<file path="src/link_cfg_pkg.sv">
// constants and carrier types for the link configuration register bank
package link_cfg_pkg;

   ////////////////////////////////////////////////////////////////////////
   // register offsets, reset values and write masks
   localparam logic [7:0] MISC_CFG_ADDR = 8'h03;
   localparam logic [7:0] TIMEOUT_CTL_ADDR = 8'h04;
   localparam logic [7:0] FWD_FILT_ADDR = 8'h05;
   localparam logic [7:0] MISC_CFG_RESET = 8'hF0;
   localparam logic [7:0] TIMEOUT_CTL_RESET = 8'hFE;
   localparam logic [7:0] FWD_FILT_RESET = 8'h1E;
   localparam logic [7:0] MISC_CFG_WMASK = 8'hFE;
   localparam logic [7:0] UNMAPPED_RDATA = 8'h00;

   ////////////////////////////////////////////////////////////////////////
   // field positions
   localparam int CRC_GEN_BIT = 6;
   localparam int PULL_DIR_BIT = 5;
   localparam int SYNC_FILT_BIT = 4;
   localparam int FWD_MATCH_BIT = 3;
   localparam int AUTO_ACK_BIT = 2;
   localparam int GATE_BIT = 1;
   localparam int TIMEOUT_LSB = 1;
   localparam int TIMEOUT_OFF_BIT = 0;
   localparam int FWD_ALL_BIT = 7;
   localparam int HOLD_LSB = 4;
   localparam int DEPTH_LSB = 0;
   localparam int TIMEOUT_W = 7;
   localparam int HOLD_W = 3;
   localparam int DEPTH_W = 4;

   ////////////////////////////////////////////////////////////////////////
   // timing
   localparam int CLK_HZ = 40_000_000;
   localparam int CLK_PERIOD_PS = 25_000;
   localparam int WDOG_UNIT_MS = 2;
   localparam int WDOG_UNIT_CYCLES = WDOG_UNIT_MS * (CLK_HZ / 1000);
   localparam int HOLD_UNIT_NS = 50;
   localparam int HOLD_UNIT_CYCLES =
      (HOLD_UNIT_NS * 1000 + CLK_PERIOD_PS - 1) / CLK_PERIOD_PS;
   localparam int HOLD_TAPS = ((1 << HOLD_W) - 1) * HOLD_UNIT_CYCLES;
   localparam int GLITCH_UNIT_NS = 5;
   localparam int GLITCH_UNIT_PS = GLITCH_UNIT_NS * 1000;
   localparam logic [2:0] SYNC_FILT_CYCLES = 3'h2;
   localparam logic [2:0] HSYNC_DUAL_CYCLES = 3'h4;
   localparam logic [2:0] NO_FILT_CYCLES = 3'h1;
   localparam int NUM_FILT = 5;
   localparam int PIXEL_W = 24;

   ////////////////////////////////////////////////////////////////////////
   // carriers
   typedef struct packed {
      logic wr;
      logic [7:0] addr;
      logic [7:0] wdata;
   } reg_req_t;

   typedef struct packed {
      logic data_valid;
      logic hsync;
      logic vsync;
   } sync_bundle_t;

   typedef enum logic [2:0] {
      WD_IDLE = 3'b001,
      WD_RUN = 3'b010,
      WD_EXPIRED = 3'b100
   } wdog_state_t;

endpackage

</file>
<file path="src/link_ctrl_config_regs.sv">
// link configuration registers and the filters, gating and watchdog
`timescale 1ns/1ps

// Operation
// (RULE1) misc config bit 6 enables back-channel CRC generation; resets to 1.
// (RULE2) pull-direction bit: 1 pulls undriven inputs down, 0 up; resets to 1.
// (RULE3) filter bit rejects sync and data_valid pulses under two clocks.
// (RULE4) hsync filter is two cycles single-lane, four cycles dual-lane.
// (RULE5) match bit forwards local I2C transactions on address match only.
// (RULE6) auto-ack bit acknowledges writes regardless of forward link lock.
// (RULE7) protected partner: pixels always gated, gate bit ignored.
// (RULE8) unprotected partner: gate bit 1 gates pixels, 0 passes.
// (RULE9) watchdog ends control transactions after timeout field times 2 ms.
// (RULE10) software must not program the timeout field to zero.
// (RULE11) timeout-off bit stops the watchdog; resets to 0.
// (RULE12) forward-all bit forwards every local I2C transaction across link.
// (RULE13) SDA input held for hold field times 50 ns relative to SCL; sda_held_out lags scl_filt_out by one further 25 ns clock.
// (RULE14) SCL and SDA glitches up to depth field times 5 ns rejected.
// (RULE15) back channel stays on unless enable and both forward bits are 0.
// (RULE16) reserved bit 0 of misc config ignores writes, reads zero.
module link_ctrl_config_regs
   import link_cfg_pkg::*;
#(
   parameter int WDOG_UNIT_CLKS = WDOG_UNIT_CYCLES
) (
   input wire logic mclk_in,
   input wire logic reset_n_in,
   input wire reg_req_t reg_req_in,
   output logic [7:0] reg_rdata_out,
   input wire logic [7:0] reg_raddr_in,
   input wire sync_bundle_t sync_in,
   output sync_bundle_t sync_out,
   input wire logic dual_lane_in,
   input wire logic [PIXEL_W-1:0] pixel_in,
   output logic [PIXEL_W-1:0] pixel_out,
   input wire logic protected_partner_in,
   input wire logic i2c_txn_start_in,
   input wire logic i2c_addr_match_in,
   output logic i2c_forward_out,
   input wire logic i2c_wr_req_in,
   input wire logic fwd_lock_in,
   output logic i2c_wr_ack_out,
   input wire logic cc_txn_busy_in,
   output logic cc_txn_abort_out,
   input wire logic backchan_on_in,
   output logic backchan_active_out,
   output logic backchan_crc_gen_on_out,
   output logic undriven_input_pull_dir_out,
   input wire logic scl_in,
   input wire logic sda_in,
   output logic scl_filt_out,
   output logic sda_held_out
);

   ////////////////////////////////////////////////////////////////////////
   // register bank
   logic [7:0] misc_cfg_r, misc_cfg_nxt;
   logic [7:0] timeout_ctl_r, timeout_ctl_nxt;
   logic [7:0] fwd_filt_r, fwd_filt_nxt;
   logic [7:0] rdata_nxt;

   // writes land next edge; unmapped writes are dropped
   always_comb begin
      misc_cfg_nxt = misc_cfg_r;
      timeout_ctl_nxt = timeout_ctl_r;
      fwd_filt_nxt = fwd_filt_r;
      if (reg_req_in.wr) begin
         case (reg_req_in.addr)
            MISC_CFG_ADDR: begin
               misc_cfg_nxt = reg_req_in.wdata & MISC_CFG_WMASK; // [RULE16]
            end
            TIMEOUT_CTL_ADDR: begin
               timeout_ctl_nxt = reg_req_in.wdata;
            end
            FWD_FILT_ADDR: begin
               fwd_filt_nxt = reg_req_in.wdata;
            end
            default: begin
               misc_cfg_nxt = misc_cfg_r;
            end
         endcase
      end
   end

   // read data registered one cycle after the address
   always_comb begin
      case (reg_raddr_in)
         MISC_CFG_ADDR: rdata_nxt = misc_cfg_r & MISC_CFG_WMASK; // [RULE16]
         TIMEOUT_CTL_ADDR: rdata_nxt = timeout_ctl_r;
         FWD_FILT_ADDR: rdata_nxt = fwd_filt_r;
         default: rdata_nxt = UNMAPPED_RDATA;
      endcase
   end

   always_ff @(posedge mclk_in) begin
      if (!reset_n_in) begin
         misc_cfg_r <= MISC_CFG_RESET; // [RULE1] [RULE2]
         timeout_ctl_r <= TIMEOUT_CTL_RESET; // [RULE9] [RULE11]
         fwd_filt_r <= FWD_FILT_RESET; // [RULE13] [RULE14]
         reg_rdata_out <= UNMAPPED_RDATA;
      end else begin
         misc_cfg_r <= misc_cfg_nxt;
         timeout_ctl_r <= timeout_ctl_nxt;
         fwd_filt_r <= fwd_filt_nxt;
         reg_rdata_out <= rdata_nxt;
      end
   end

   // field views
   logic fwd_match_en, fwd_all_en, gate_en;
   logic [TIMEOUT_W-1:0] ctrl_chan_timeout_count;
   logic ctrl_chan_timeout_off;
   logic [HOLD_W-1:0] hold_units;
   logic [DEPTH_W-1:0] filt_depth;
   assign fwd_match_en = misc_cfg_r[FWD_MATCH_BIT];
   assign fwd_all_en = fwd_filt_r[FWD_ALL_BIT];
   assign gate_en = misc_cfg_r[GATE_BIT];
   assign ctrl_chan_timeout_count =
      timeout_ctl_r[TIMEOUT_LSB +: TIMEOUT_W];
   assign ctrl_chan_timeout_off = timeout_ctl_r[TIMEOUT_OFF_BIT];
   assign hold_units = fwd_filt_r[HOLD_LSB +: HOLD_W];
   assign filt_depth = fwd_filt_r[DEPTH_LSB +: DEPTH_W];

   ////////////////////////////////////////////////////////////////////////
   // static controls and I2C forwarding decisions
   logic fwd_nxt, ack_nxt, bc_nxt;

   // any forwarding mode keeps the back channel alive for the answers
   always_comb begin
      fwd_nxt = i2c_txn_start_in &
         (fwd_all_en | (fwd_match_en & i2c_addr_match_in)); // [RULE5] [RULE12]
      ack_nxt = i2c_wr_req_in &
         (misc_cfg_r[AUTO_ACK_BIT] | fwd_lock_in); // [RULE6]
      bc_nxt = backchan_on_in | fwd_match_en | fwd_all_en; // [RULE15]
   end

   always_ff @(posedge mclk_in) begin
      if (!reset_n_in) begin
         i2c_forward_out <= 1'b0;
         i2c_wr_ack_out <= 1'b0;
         backchan_active_out <= 1'b1;
         backchan_crc_gen_on_out <= MISC_CFG_RESET[CRC_GEN_BIT];
         undriven_input_pull_dir_out <= MISC_CFG_RESET[PULL_DIR_BIT];
      end else begin
         i2c_forward_out <= fwd_nxt;
         i2c_wr_ack_out <= ack_nxt;
         backchan_active_out <= bc_nxt;
         backchan_crc_gen_on_out <= misc_cfg_r[CRC_GEN_BIT]; // [RULE1]
         undriven_input_pull_dir_out <= misc_cfg_r[PULL_DIR_BIT]; // [RULE2]
      end
   end

   ////////////////////////////////////////////////////////////////////////
   // pulse filters: sync lines 0..2, scl 3, sda 4
   logic [NUM_FILT-1:0] filt_raw, filt_q;
   logic [2:0] filt_thr [NUM_FILT];
   logic [2:0] glitch_thr;

   assign filt_raw = {sda_in, scl_in, sync_in.data_valid,
                      sync_in.hsync, sync_in.vsync};

   // a glitch of depth*5ns is rejected by needing one cycle more than it
   always_comb begin
      glitch_thr = 3'((int'(filt_depth) * GLITCH_UNIT_PS)
                      / CLK_PERIOD_PS + 1); // [RULE14]
      filt_thr[0] = misc_cfg_r[SYNC_FILT_BIT] ?
         SYNC_FILT_CYCLES : NO_FILT_CYCLES; // [RULE3]
      filt_thr[1] = !misc_cfg_r[SYNC_FILT_BIT] ? NO_FILT_CYCLES :
         (dual_lane_in ? HSYNC_DUAL_CYCLES : SYNC_FILT_CYCLES); // [RULE4]
      filt_thr[2] = filt_thr[0];
      filt_thr[3] = glitch_thr;
      filt_thr[4] = glitch_thr;
   end

   // output follows the input only once it has held thr cycles
   genvar gi;
   generate
      for (gi = 0; gi < NUM_FILT; gi++) begin : g_filt
         logic [2:0] cnt_r, cnt_nxt;
         logic q_r, q_nxt;
         // lane keeps its own flop so the shared vector has one driver a bit
         assign filt_q[gi] = q_r;
         always_comb begin
            cnt_nxt = 3'h0;
            q_nxt = q_r;
            if (filt_raw[gi] != q_r) begin
               if (cnt_r + 3'h1 >= filt_thr[gi]) begin
                  q_nxt = filt_raw[gi]; // [RULE3] [RULE14]
               end else begin
                  cnt_nxt = cnt_r + 3'h1;
               end
            end
         end
         always_ff @(posedge mclk_in) begin
            if (!reset_n_in) begin
               cnt_r <= 3'h0;
               q_r <= 1'b0;
            end else begin
               cnt_r <= cnt_nxt;
               q_r <= q_nxt;
            end
         end
      end
   endgenerate

   assign sync_out.vsync = filt_q[0];
   assign sync_out.hsync = filt_q[1];
   assign sync_out.data_valid = filt_q[2];
   assign scl_filt_out = filt_q[3];

   ////////////////////////////////////////////////////////////////////////
   // sda hold delay line behind the glitch filter
   logic [HOLD_TAPS-1:0] hold_sr_r, hold_sr_nxt;
   logic sda_hold_nxt;
   int hold_tap;

   // delay in whole cycles, 50 ns rounded up to the clock
   always_comb begin
      hold_tap = int'(hold_units) * HOLD_UNIT_CYCLES;
      hold_sr_nxt = {hold_sr_r[HOLD_TAPS-2:0], filt_q[4]};
      if (hold_tap == 0) begin
         sda_hold_nxt = filt_q[4];
      end else begin
         sda_hold_nxt = hold_sr_r[hold_tap-1]; // [RULE13]
      end
   end

   always_ff @(posedge mclk_in) begin
      if (!reset_n_in) begin
         hold_sr_r <= '0;
         sda_held_out <= 1'b0;
      end else begin
         hold_sr_r <= hold_sr_nxt;
         sda_held_out <= sda_hold_nxt;
      end
   end

   ////////////////////////////////////////////////////////////////////////
   // pixel gating by data_valid
   logic [PIXEL_W-1:0] pixel_nxt;
   logic gate_now;

   // a protected partner forces gating so clear data never leaks
   always_comb begin
      gate_now = protected_partner_in | gate_en; // [RULE7] [RULE8]
      pixel_nxt = pixel_in;
      if (gate_now && !sync_in.data_valid) begin
         pixel_nxt = '0;
      end
   end

   always_ff @(posedge mclk_in) begin
      if (!reset_n_in) begin
         pixel_out <= '0;
      end else begin
         pixel_out <= pixel_nxt;
      end
   end

   ////////////////////////////////////////////////////////////////////////
   // control-channel watchdog
   wdog_state_t wd_state_r, wd_state_nxt;
   logic [16:0] tick_r, tick_nxt;
   logic [TIMEOUT_W-1:0] units_r, units_nxt;
   logic abort_nxt;

   // a zero field expires after one unit; software must avoid it [RULE10]
   always_comb begin
      wd_state_nxt = wd_state_r;
      tick_nxt = tick_r;
      units_nxt = units_r;
      abort_nxt = 1'b0;
      case (wd_state_r)
         WD_IDLE: begin
            tick_nxt = 17'h0;
            units_nxt = '0;
            if (cc_txn_busy_in && !ctrl_chan_timeout_off) begin
               wd_state_nxt = WD_RUN; // [RULE11]
            end
         end
         WD_RUN: begin
            if (!cc_txn_busy_in || ctrl_chan_timeout_off) begin
               wd_state_nxt = WD_IDLE; // [RULE11]
            end else if (tick_r == 17'(WDOG_UNIT_CLKS - 1)) begin
               tick_nxt = 17'h0;
               units_nxt = units_r + 7'h01;
               if (units_r + 7'h01 >= ctrl_chan_timeout_count) begin
                  abort_nxt = 1'b1; // [RULE9]
                  wd_state_nxt = WD_EXPIRED;
               end
            end else begin
               tick_nxt = tick_r + 17'h1;
            end
         end
         WD_EXPIRED: begin
            // wait for the aborted transaction to drop before rearming
            if (!cc_txn_busy_in) begin
               wd_state_nxt = WD_IDLE;
            end
         end
         default: begin
            wd_state_nxt = WD_IDLE;
         end
      endcase
   end

   always_ff @(posedge mclk_in) begin
      if (!reset_n_in) begin
         wd_state_r <= WD_IDLE;
         tick_r <= 17'h0;
         units_r <= '0;
         cc_txn_abort_out <= 1'b0;
      end else begin
         wd_state_r <= wd_state_nxt;
         tick_r <= tick_nxt;
         units_r <= units_nxt;
         cc_txn_abort_out <= abort_nxt;
      end
   end

endmodule // link_ctrl_config_regs

</file>
<file path="config.mk">
export PLATFORM = sky130hd
export DESIGN_NAME = link_ctrl_config_regs
export DESIGN_NICKNAME = d
export VERILOG_FILES = /design/src/link_cfg_pkg.sv /design/src/link_ctrl_config_regs.sv
export SDC_FILE = /design/constraint.sdc
export NUM_CORES = 1
export LEC_CHECK = 0
export BUFFER_PORTS_ARGS = -buffer_cell sky130_fd_sc_hd__clkbuf_2
export CAP_MARGIN = 40
export CORE_MARGIN = 5
export CORE_UTILIZATION = 47
export CTS_BUF_LIST = sky130_fd_sc_hd__clkbuf_8
export DETAILED_ROUTE_END_ITERATION = 10
export PLACE_DENSITY = 0.69
export REMOVE_ABC_BUFFERS = 1
export SLEW_MARGIN = 20
export SYNTH_ARGS = -nofsm -noshare
export SYNTH_HDL_FRONTEND = slang
export SYNTH_SLANG_ARGS = --single-unit
</file>
<file path="constraint.sdc">
create_clock -name mclk_in -period 7.5 [get_ports mclk_in]
set_input_delay 1.5 -clock mclk_in [delete_from_list [all_inputs] [get_ports mclk_in]]
set_output_delay 1.5 -clock mclk_in [all_outputs]
set_load 0.1 [all_outputs]
</file>
After elaboration in Yosys (flattened, before gate mapping)
Index checks and enable logic that the tools add are counted.
Widths: inputs -> output; s select.
- latch bits: 0
- memories kept: 0
- memory bits (read-only): 0
- bits in registers: 123
- bits in writable memories: 0
- $mul: 1
- reduce and logical (&&, ||, !) cells: 26
- bitwise logic cells: 16
- muxes and demuxes: 21
- add/subtract/negate cells: 9
- $lt $le $gt $ge: 7
- div/mod/pow operators: 1
- shift operators: 0
- eq/ne operators: 21
- operators with widths (cell ; count):
    $mux 17 ; 2
    $pmux 17 s2 ; 1
    $div 32x16->32 const B ; 1
    $eq 8x3->1 const B ; 4
    $logic_not 32->1 ; 1
    $pmux 8 s3 ; 1
    $mux 3 ; 7
    $reduce_and 2->1 ; 9
    $add 17x1->17 const B ; 1
    $eq 17x17->1 const B ; 1
    $eq 8x2->1 const B ; 2
    $add 3x1->3 const B ; 5
    $reduce_or 3->1 ; 5
    $mul 4x10->14 const B ; 1
    $mux 7 ; 2
    $pmux 7 s2 ; 1
    $ge 3x3->1 ; 3
    $pmux 3 s3 ; 1
    $ne 2x2->1 const B ; 4
    $not 1->1 ; 8
    $add 7x1->7 const B ; 1
    $ge 7x7->1 ; 1
    $ge 3x2->1 ; 2
    $lt 5x6->1 const B ; 1
    other kinds (20) ; 37

Logic depth before layout (Yosys ltp)
- word-level depth: 6
- gate-level depth with buffers: 26
- gate-level depth less buffers: 24

Least setup slack after synthesis
Ideal clock, no wire load.
- kind: reg-to-reg
- start: register fwd_filt_r[1]
- end: register g_filt[3].q_r (netlist: scl_filt_out)
- required time: 7380 ps
- cell stages (with the launch flop): 24
- slack: 1628 ps
- arrival: 5752 ps
- buffers on the path: 0
- library setup time: 120 ps
- cells stage by stage: dfxtp_1 -> inv_1 -> fa_1 -> inv_1 -> ha_1 -> inv_1 -> fa_1 -> nand2b_1 -> a21oi_1 -> xor2_1 -> or4_1 -> nand3_1 -> a311oi_2 -> nor2_1 -> or3_1 -> mux2_2 -> o221a_1 -> a21o_1 -> ha_1 -> nand2b_1 -> maj3_1 -> a21oi_1 -> mux2i_1 -> nor2b_1
- word-level cells in the longest chain between the ends: 5
- ends and longest elaborated chain (item ; RTL line ; source):
    start, declared ; link_ctrl_config_regs.sv:59 ; logic [7:0] fwd_filt_r, fwd_filt_nxt;
    start signal, assigned ; link_ctrl_config_regs.sv:104 ; fwd_filt_r <= fwd_filt_nxt;
    $mul 4x10->14 ; link_ctrl_config_regs.sv:164 ; glitch_thr = 3'((int'(filt_depth) * GLITCH_UNIT_PS)
    $div 32x16->32 ; link_ctrl_config_regs.sv:165 ; / CLK_PERIOD_PS + 1);
    $add 3x2->3 ; link_ctrl_config_regs.sv:165 ;
    $ge 3x3->1 ; link_ctrl_config_regs.sv:187 ; if (cnt_r + 3'h1 >= filt_thr[gi]) begin
    $reduce_and 2->1 (no source line) ; n/a ;
    end signal, assigned ; link_ctrl_config_regs.sv:200 ; q_r <= q_nxt;
    end, declared ; link_ctrl_config_regs.sv:180 ; logic q_r, q_nxt;
No other way between the ends.
A chain may end at the register's enable or synchronous reset.

Worst setup path after layout
- start: register fwd_filt_r[2]
- end: register g_filt[4].cnt_r[0]
- word-level cells in the longest chain between the ends: 5
- ends and longest elaborated chain (item ; RTL line ; source):
    $mul 4x10->14 ; link_ctrl_config_regs.sv:164 ;
    $div 32x16->32 ; link_ctrl_config_regs.sv:165 ;
    $add 3x2->3 ; link_ctrl_config_regs.sv:165 ;
    $ge 3x3->1 ; link_ctrl_config_regs.sv:187 ;
    $reduce_or 3->1 (no source line) ; n/a ;
    end signal, assigned ; link_ctrl_config_regs.sv:199 ; cnt_r <= cnt_nxt;
    end, declared ; link_ctrl_config_regs.sv:179 ; logic [2:0] cnt_r, cnt_nxt;
No other way between the ends.

==> summary.md <==
| Metric | Value |
|---|---|
| Synth top area share | `just under 40%` |
| Clk Latency, worst-skew pair | `440 ps` |
| Compound-Gate Fraction of Synth Area | `12.2%` |
| Hold Buf Count CTS | `0` |
| Synth Flop Type | `dfxtp_1` |
| # placed instances | `roughly 960` |
| Worst-case reg-to-reg path depth | `22` |
| DRC errors left | `0` |
| Final Wtd Congestion | `slightly above 0.8` |
| Postcts setup bufs | `0` |
| Largest net degree at the start of global routing | `56` |
| Synth Area in Adders | `10.3%` |
| Core Area | `0.0133 mm2` |
| Hold WC Path Type | `reg -> reg` |
| Period utilisation layout | `between 90 and 100%` |
| Post-Synth Simple-Gate Area | `24.7%` |
| CTS sink count | `approximately 120` |
| Yosys warnings | `0` |
| Mux contribution to synthesized area | `around 5.5%` |
| Largest family of logic cells by synthesized area | `simple AND/OR/NAND/NOR gates` |
| Detail Route Antenna Nets | `0` |
| Die span in x | `127 um` |
| Post-Layout Cell Count | `994` |
| Number of global-route vias before repair | `between 5k and 6k` |
| Area of the mapped netlist | `0.00640 mm2` |
| Avg Synthesized Cell Area | `9.10 um2` |
| Hpwl dp | `11.4 mm` |
| Final TNS setup | `0 ps` |
| DRT iter0 DRCs | `361` |
| Slew headroom | `47.6%` |
| Port-buffer cells | `106` |
| Final Power | `1520 uW` |
| CTS Root Cell | `clkbuf_8` |
| Worst Path Arrival | `7240 ps` |
| Unrepaired setup endpoints after global routing | `no` |
| Hold_sp | `hold_sr_r[10]` |
| First-pass GRT wire length | `24.6 mm` |
| Worst-Margin Slew | `a little under 800 ps` |
| Main area contributors after synthesis | `dfxtp_1 (38%), ha_1 (9.0%), mux2i_1 (5.0%)` |
| DRT Wirelength | `14.9 mm` |
| Vias per std cell | `approximately 5.4` |
| Slew Viols, Final | `0` |
| TritonCTS Buffers | `17` |
| Reg2reg end | `g_filt[4].cnt_r[0]` |
| Worst Skew | `between 10 and 15 ps` |
| Die H | `127 um` |
| Clk slew on worst S/H paths | `80 ps` |
| End of the worst hold path | `hold_sr_r[11]` |
| Pwr/cell area | `203 mW/mm2` |
| Startpoint Class | `flop` |
| Num ports | `~110` |
| Lkg Pwr | `around 0.0035 uW` |
| Clock Path Buffers | `2` |
| Area of the multi-input gates | `approximately 0.0037 mm2` |
| Max-Cap Viols | `0` |
| Die area | `0.0160 mm2` |
| Diodes inserted | `0` |
| Pre-CTS setup slack | `between 600 and 700 ps` |
| Sequential fraction of the synthesis area | `between 30% and 40%` |
| Reg2reg start | `fwd_filt_r[2]` |
| Gate Count Post-Synth | `703` |
| H-tree depth | `4` |
| Share of cells above drive strength 1 | `about a fifth` |
| Status | `completed` |
| Hold path cells | `1` |
| Yosys cell types | `70` |
| Reg area | `0.00246 mm2` |
| Final WS setup | `about 640 ps` |
| Cts repair resizes | `0` |
| Crit. End Element | `flop` |
| Final #Nets | `919` |
| Final setup fails | `0` |
| Peak Freq | `0.146 GHz` |
| Fill cells | `about 1.2k` |
| Initial antenna violation count | `0` |
| Xor/xnor share of the synthesized area | `5.34%` |
| Starting Density | `approximately 48%` |
| EDFF count, synth | `0` |
| GRT Util Overall | `18.6%` |
| Post-DP Area | `0.00705 mm2` |
| Reg2reg setup slack | `640 ps` |
| CTS tree | `done` |
| Post-DR wirelength/cell | `15.0 um` |
| Setup CP Type | `reg -> reg` |
| Cell row count | `between 40 and 50` |
| Area Growth Syn to Fin | `17.3%` |
| Critical Path RT | `between 7000 and 8000 ps` |
| Final Hold Viols | `0` |
| Vias post-DR | `5354` |
| Post-layout instance area | `0.00750 mm2` |
| Worst-path maximum fanout | `16` |
| GRT Residual Overflow | `0` |
| DRT Pass-1 Iters | `5` |
| Cell taking the most area after synthesis | `dfxtp_1` |
| Count leader, synth | `dfxtp_1` |
| Final min period | `6860 ps` |
| Commonest cells post-synth | `dfxtp_1 (123), nor2_1 (64), and2_1 (47), ha_1 (46), nand2_1 (46)` |
| FF+latch count, synth | `123` |
| Max IR drop VDD | `0.162 mV` |
| Async set or reset register ratio after synthesis | `0%` |
[power breakdown]
part	internal, uW	switching [uW]
logic	56.5	127
clock network	370	284
registers	672	11.7
total	1100	423
[sequential cells by signal, summed over array words and instances, names as in the netlist]
signal and count:
misc_cfg_r 7, scl_filt_out 1, i2c_wr_ack_out 1, backchan_crc_gen_on_out 1
wd_state_r 3, backchan_active_out 1, g_filt.q_r 4, undriven_input_pull_dir_out 1
timeout_ctl_r 8, g_filt.cnt_r 15, tick_r 17, sda_held_out 1
units_r 7, fwd_filt_r 8, reg_rdata_out 8, cc_txn_abort_out 1
i2c_forward_out 1, pixel_out 24, hold_sr_r 14
[cell type report]
cell class	instances	area share, %
clock inverter	14	2.80
sequential	123	32.8
timing repair buffer	109	7.34
inverter	28	1.40
multi-input combinational	527	49.6
clock buffer	17	3.12
tap	176	2.94
[through the flow]
step | hold WS, ps | util (%)
5_1_grt | 459 | 56.4
4_1_cts | 449 | 56.4
3_3_place_gp | 414 | 53.0
2_1_floorplan | 412 | -
6_report | 439 | 56.4
3_5_place_dp | 423 | 53.0
[cell usage in the layout, fill, tap and decap left out, types with 5 or more instances in the layout]
| master | instances |
|---|---|
| nand3_1 | 15 |
| a21oi_1 | 24 |
| nand2b_1 | 16 |
| o31ai_1 | 5 |
| xor2_1 | 29 |
| nor2b_1 | 33 |
| nand4_1 | 7 |
| ha_1 | 46 |
| o21a_1 | 5 |
| a31oi_1 | 6 |
| nor3b_1 | 8 |
| and2_1 | 47 |
| or3_1 | 5 |
| xnor2_1 | 10 |
| nand2_1 | 46 |
| nor3_1 | 12 |
| a21o_1 | 7 |
| clkbuf_8 | 17 |
| and3_1 | 8 |
| clkbuf_2 | 106 |
| o211ai_1 | 6 |
| inv_1 | 27 |
| dfxtp_1 | 123 |
| o21ai_1 | 6 |
| mux2i_1 | 32 |
| nor4_1 | 6 |
| o21ai_0 | 17 |
| nor2_1 | 64 |
| a222oi_1 | 7 |
[cells by family (layout without fill, tap and decap cells)]
kind of cell	Yosys count	in the layout
mux	34	34
fa+ha+maj	51	51
simple gates	290	290
other cells	1	2
xor+xnor	39	39
buf+inv	54	168
flops	123	123
compound gates	111	111
[worst max-delay path, stage by stage, from the launching register on]
cell and delay (ps):
dfxtp_1 700, inv_2 170, fa_1 540, inv_1 40, ha_1 300, inv_1 60
fa_1 470, xnor2_1 480, nor2_1 80, mux2i_1 480, nor4_4 120, o31ai_2 400
nor2_1 150, a41oi_2 620, mux2_2 410, o221a_1 260, a21o_1 190, ha_1 270
nand2b_1 150, maj3_1 350, a21oi_1 230, and3_1 210, nor2b_1 120
[how the worst max path moves through the flow]
stage | from | endpoint | slack [ps]
2_1_floorplan | fwd_filt_r[1] | scl_filt_out | 1430
4_1_cts | fwd_filt_r[2] | g_filt[4].cnt_r[0] | 610
3_5_place_dp | fwd_filt_r[2] | g_filt[4].cnt_r[0] | 630
5_1_grt | fwd_filt_r[2] | g_filt[4].cnt_r[0] | 160
3_3_place_gp | fwd_filt_r[1] | g_filt[4].cnt_r[0] | 890
6_report | fwd_filt_r[2] | g_filt[4].cnt_r[0] | 640
[routing by layer]
metal / GRT usage (%) / vias up / routed length (um)
met3: 5.25 / 21 / 1000
met5: 0 / - / 0
met4: 6.25 / 0 / 220
met2: 30.2 / 157 / 6940
li1: - / 2659 / -
met1: 24.0 / 2517 / 6780
Note: power is estimated with default switching activity, not from simulation.
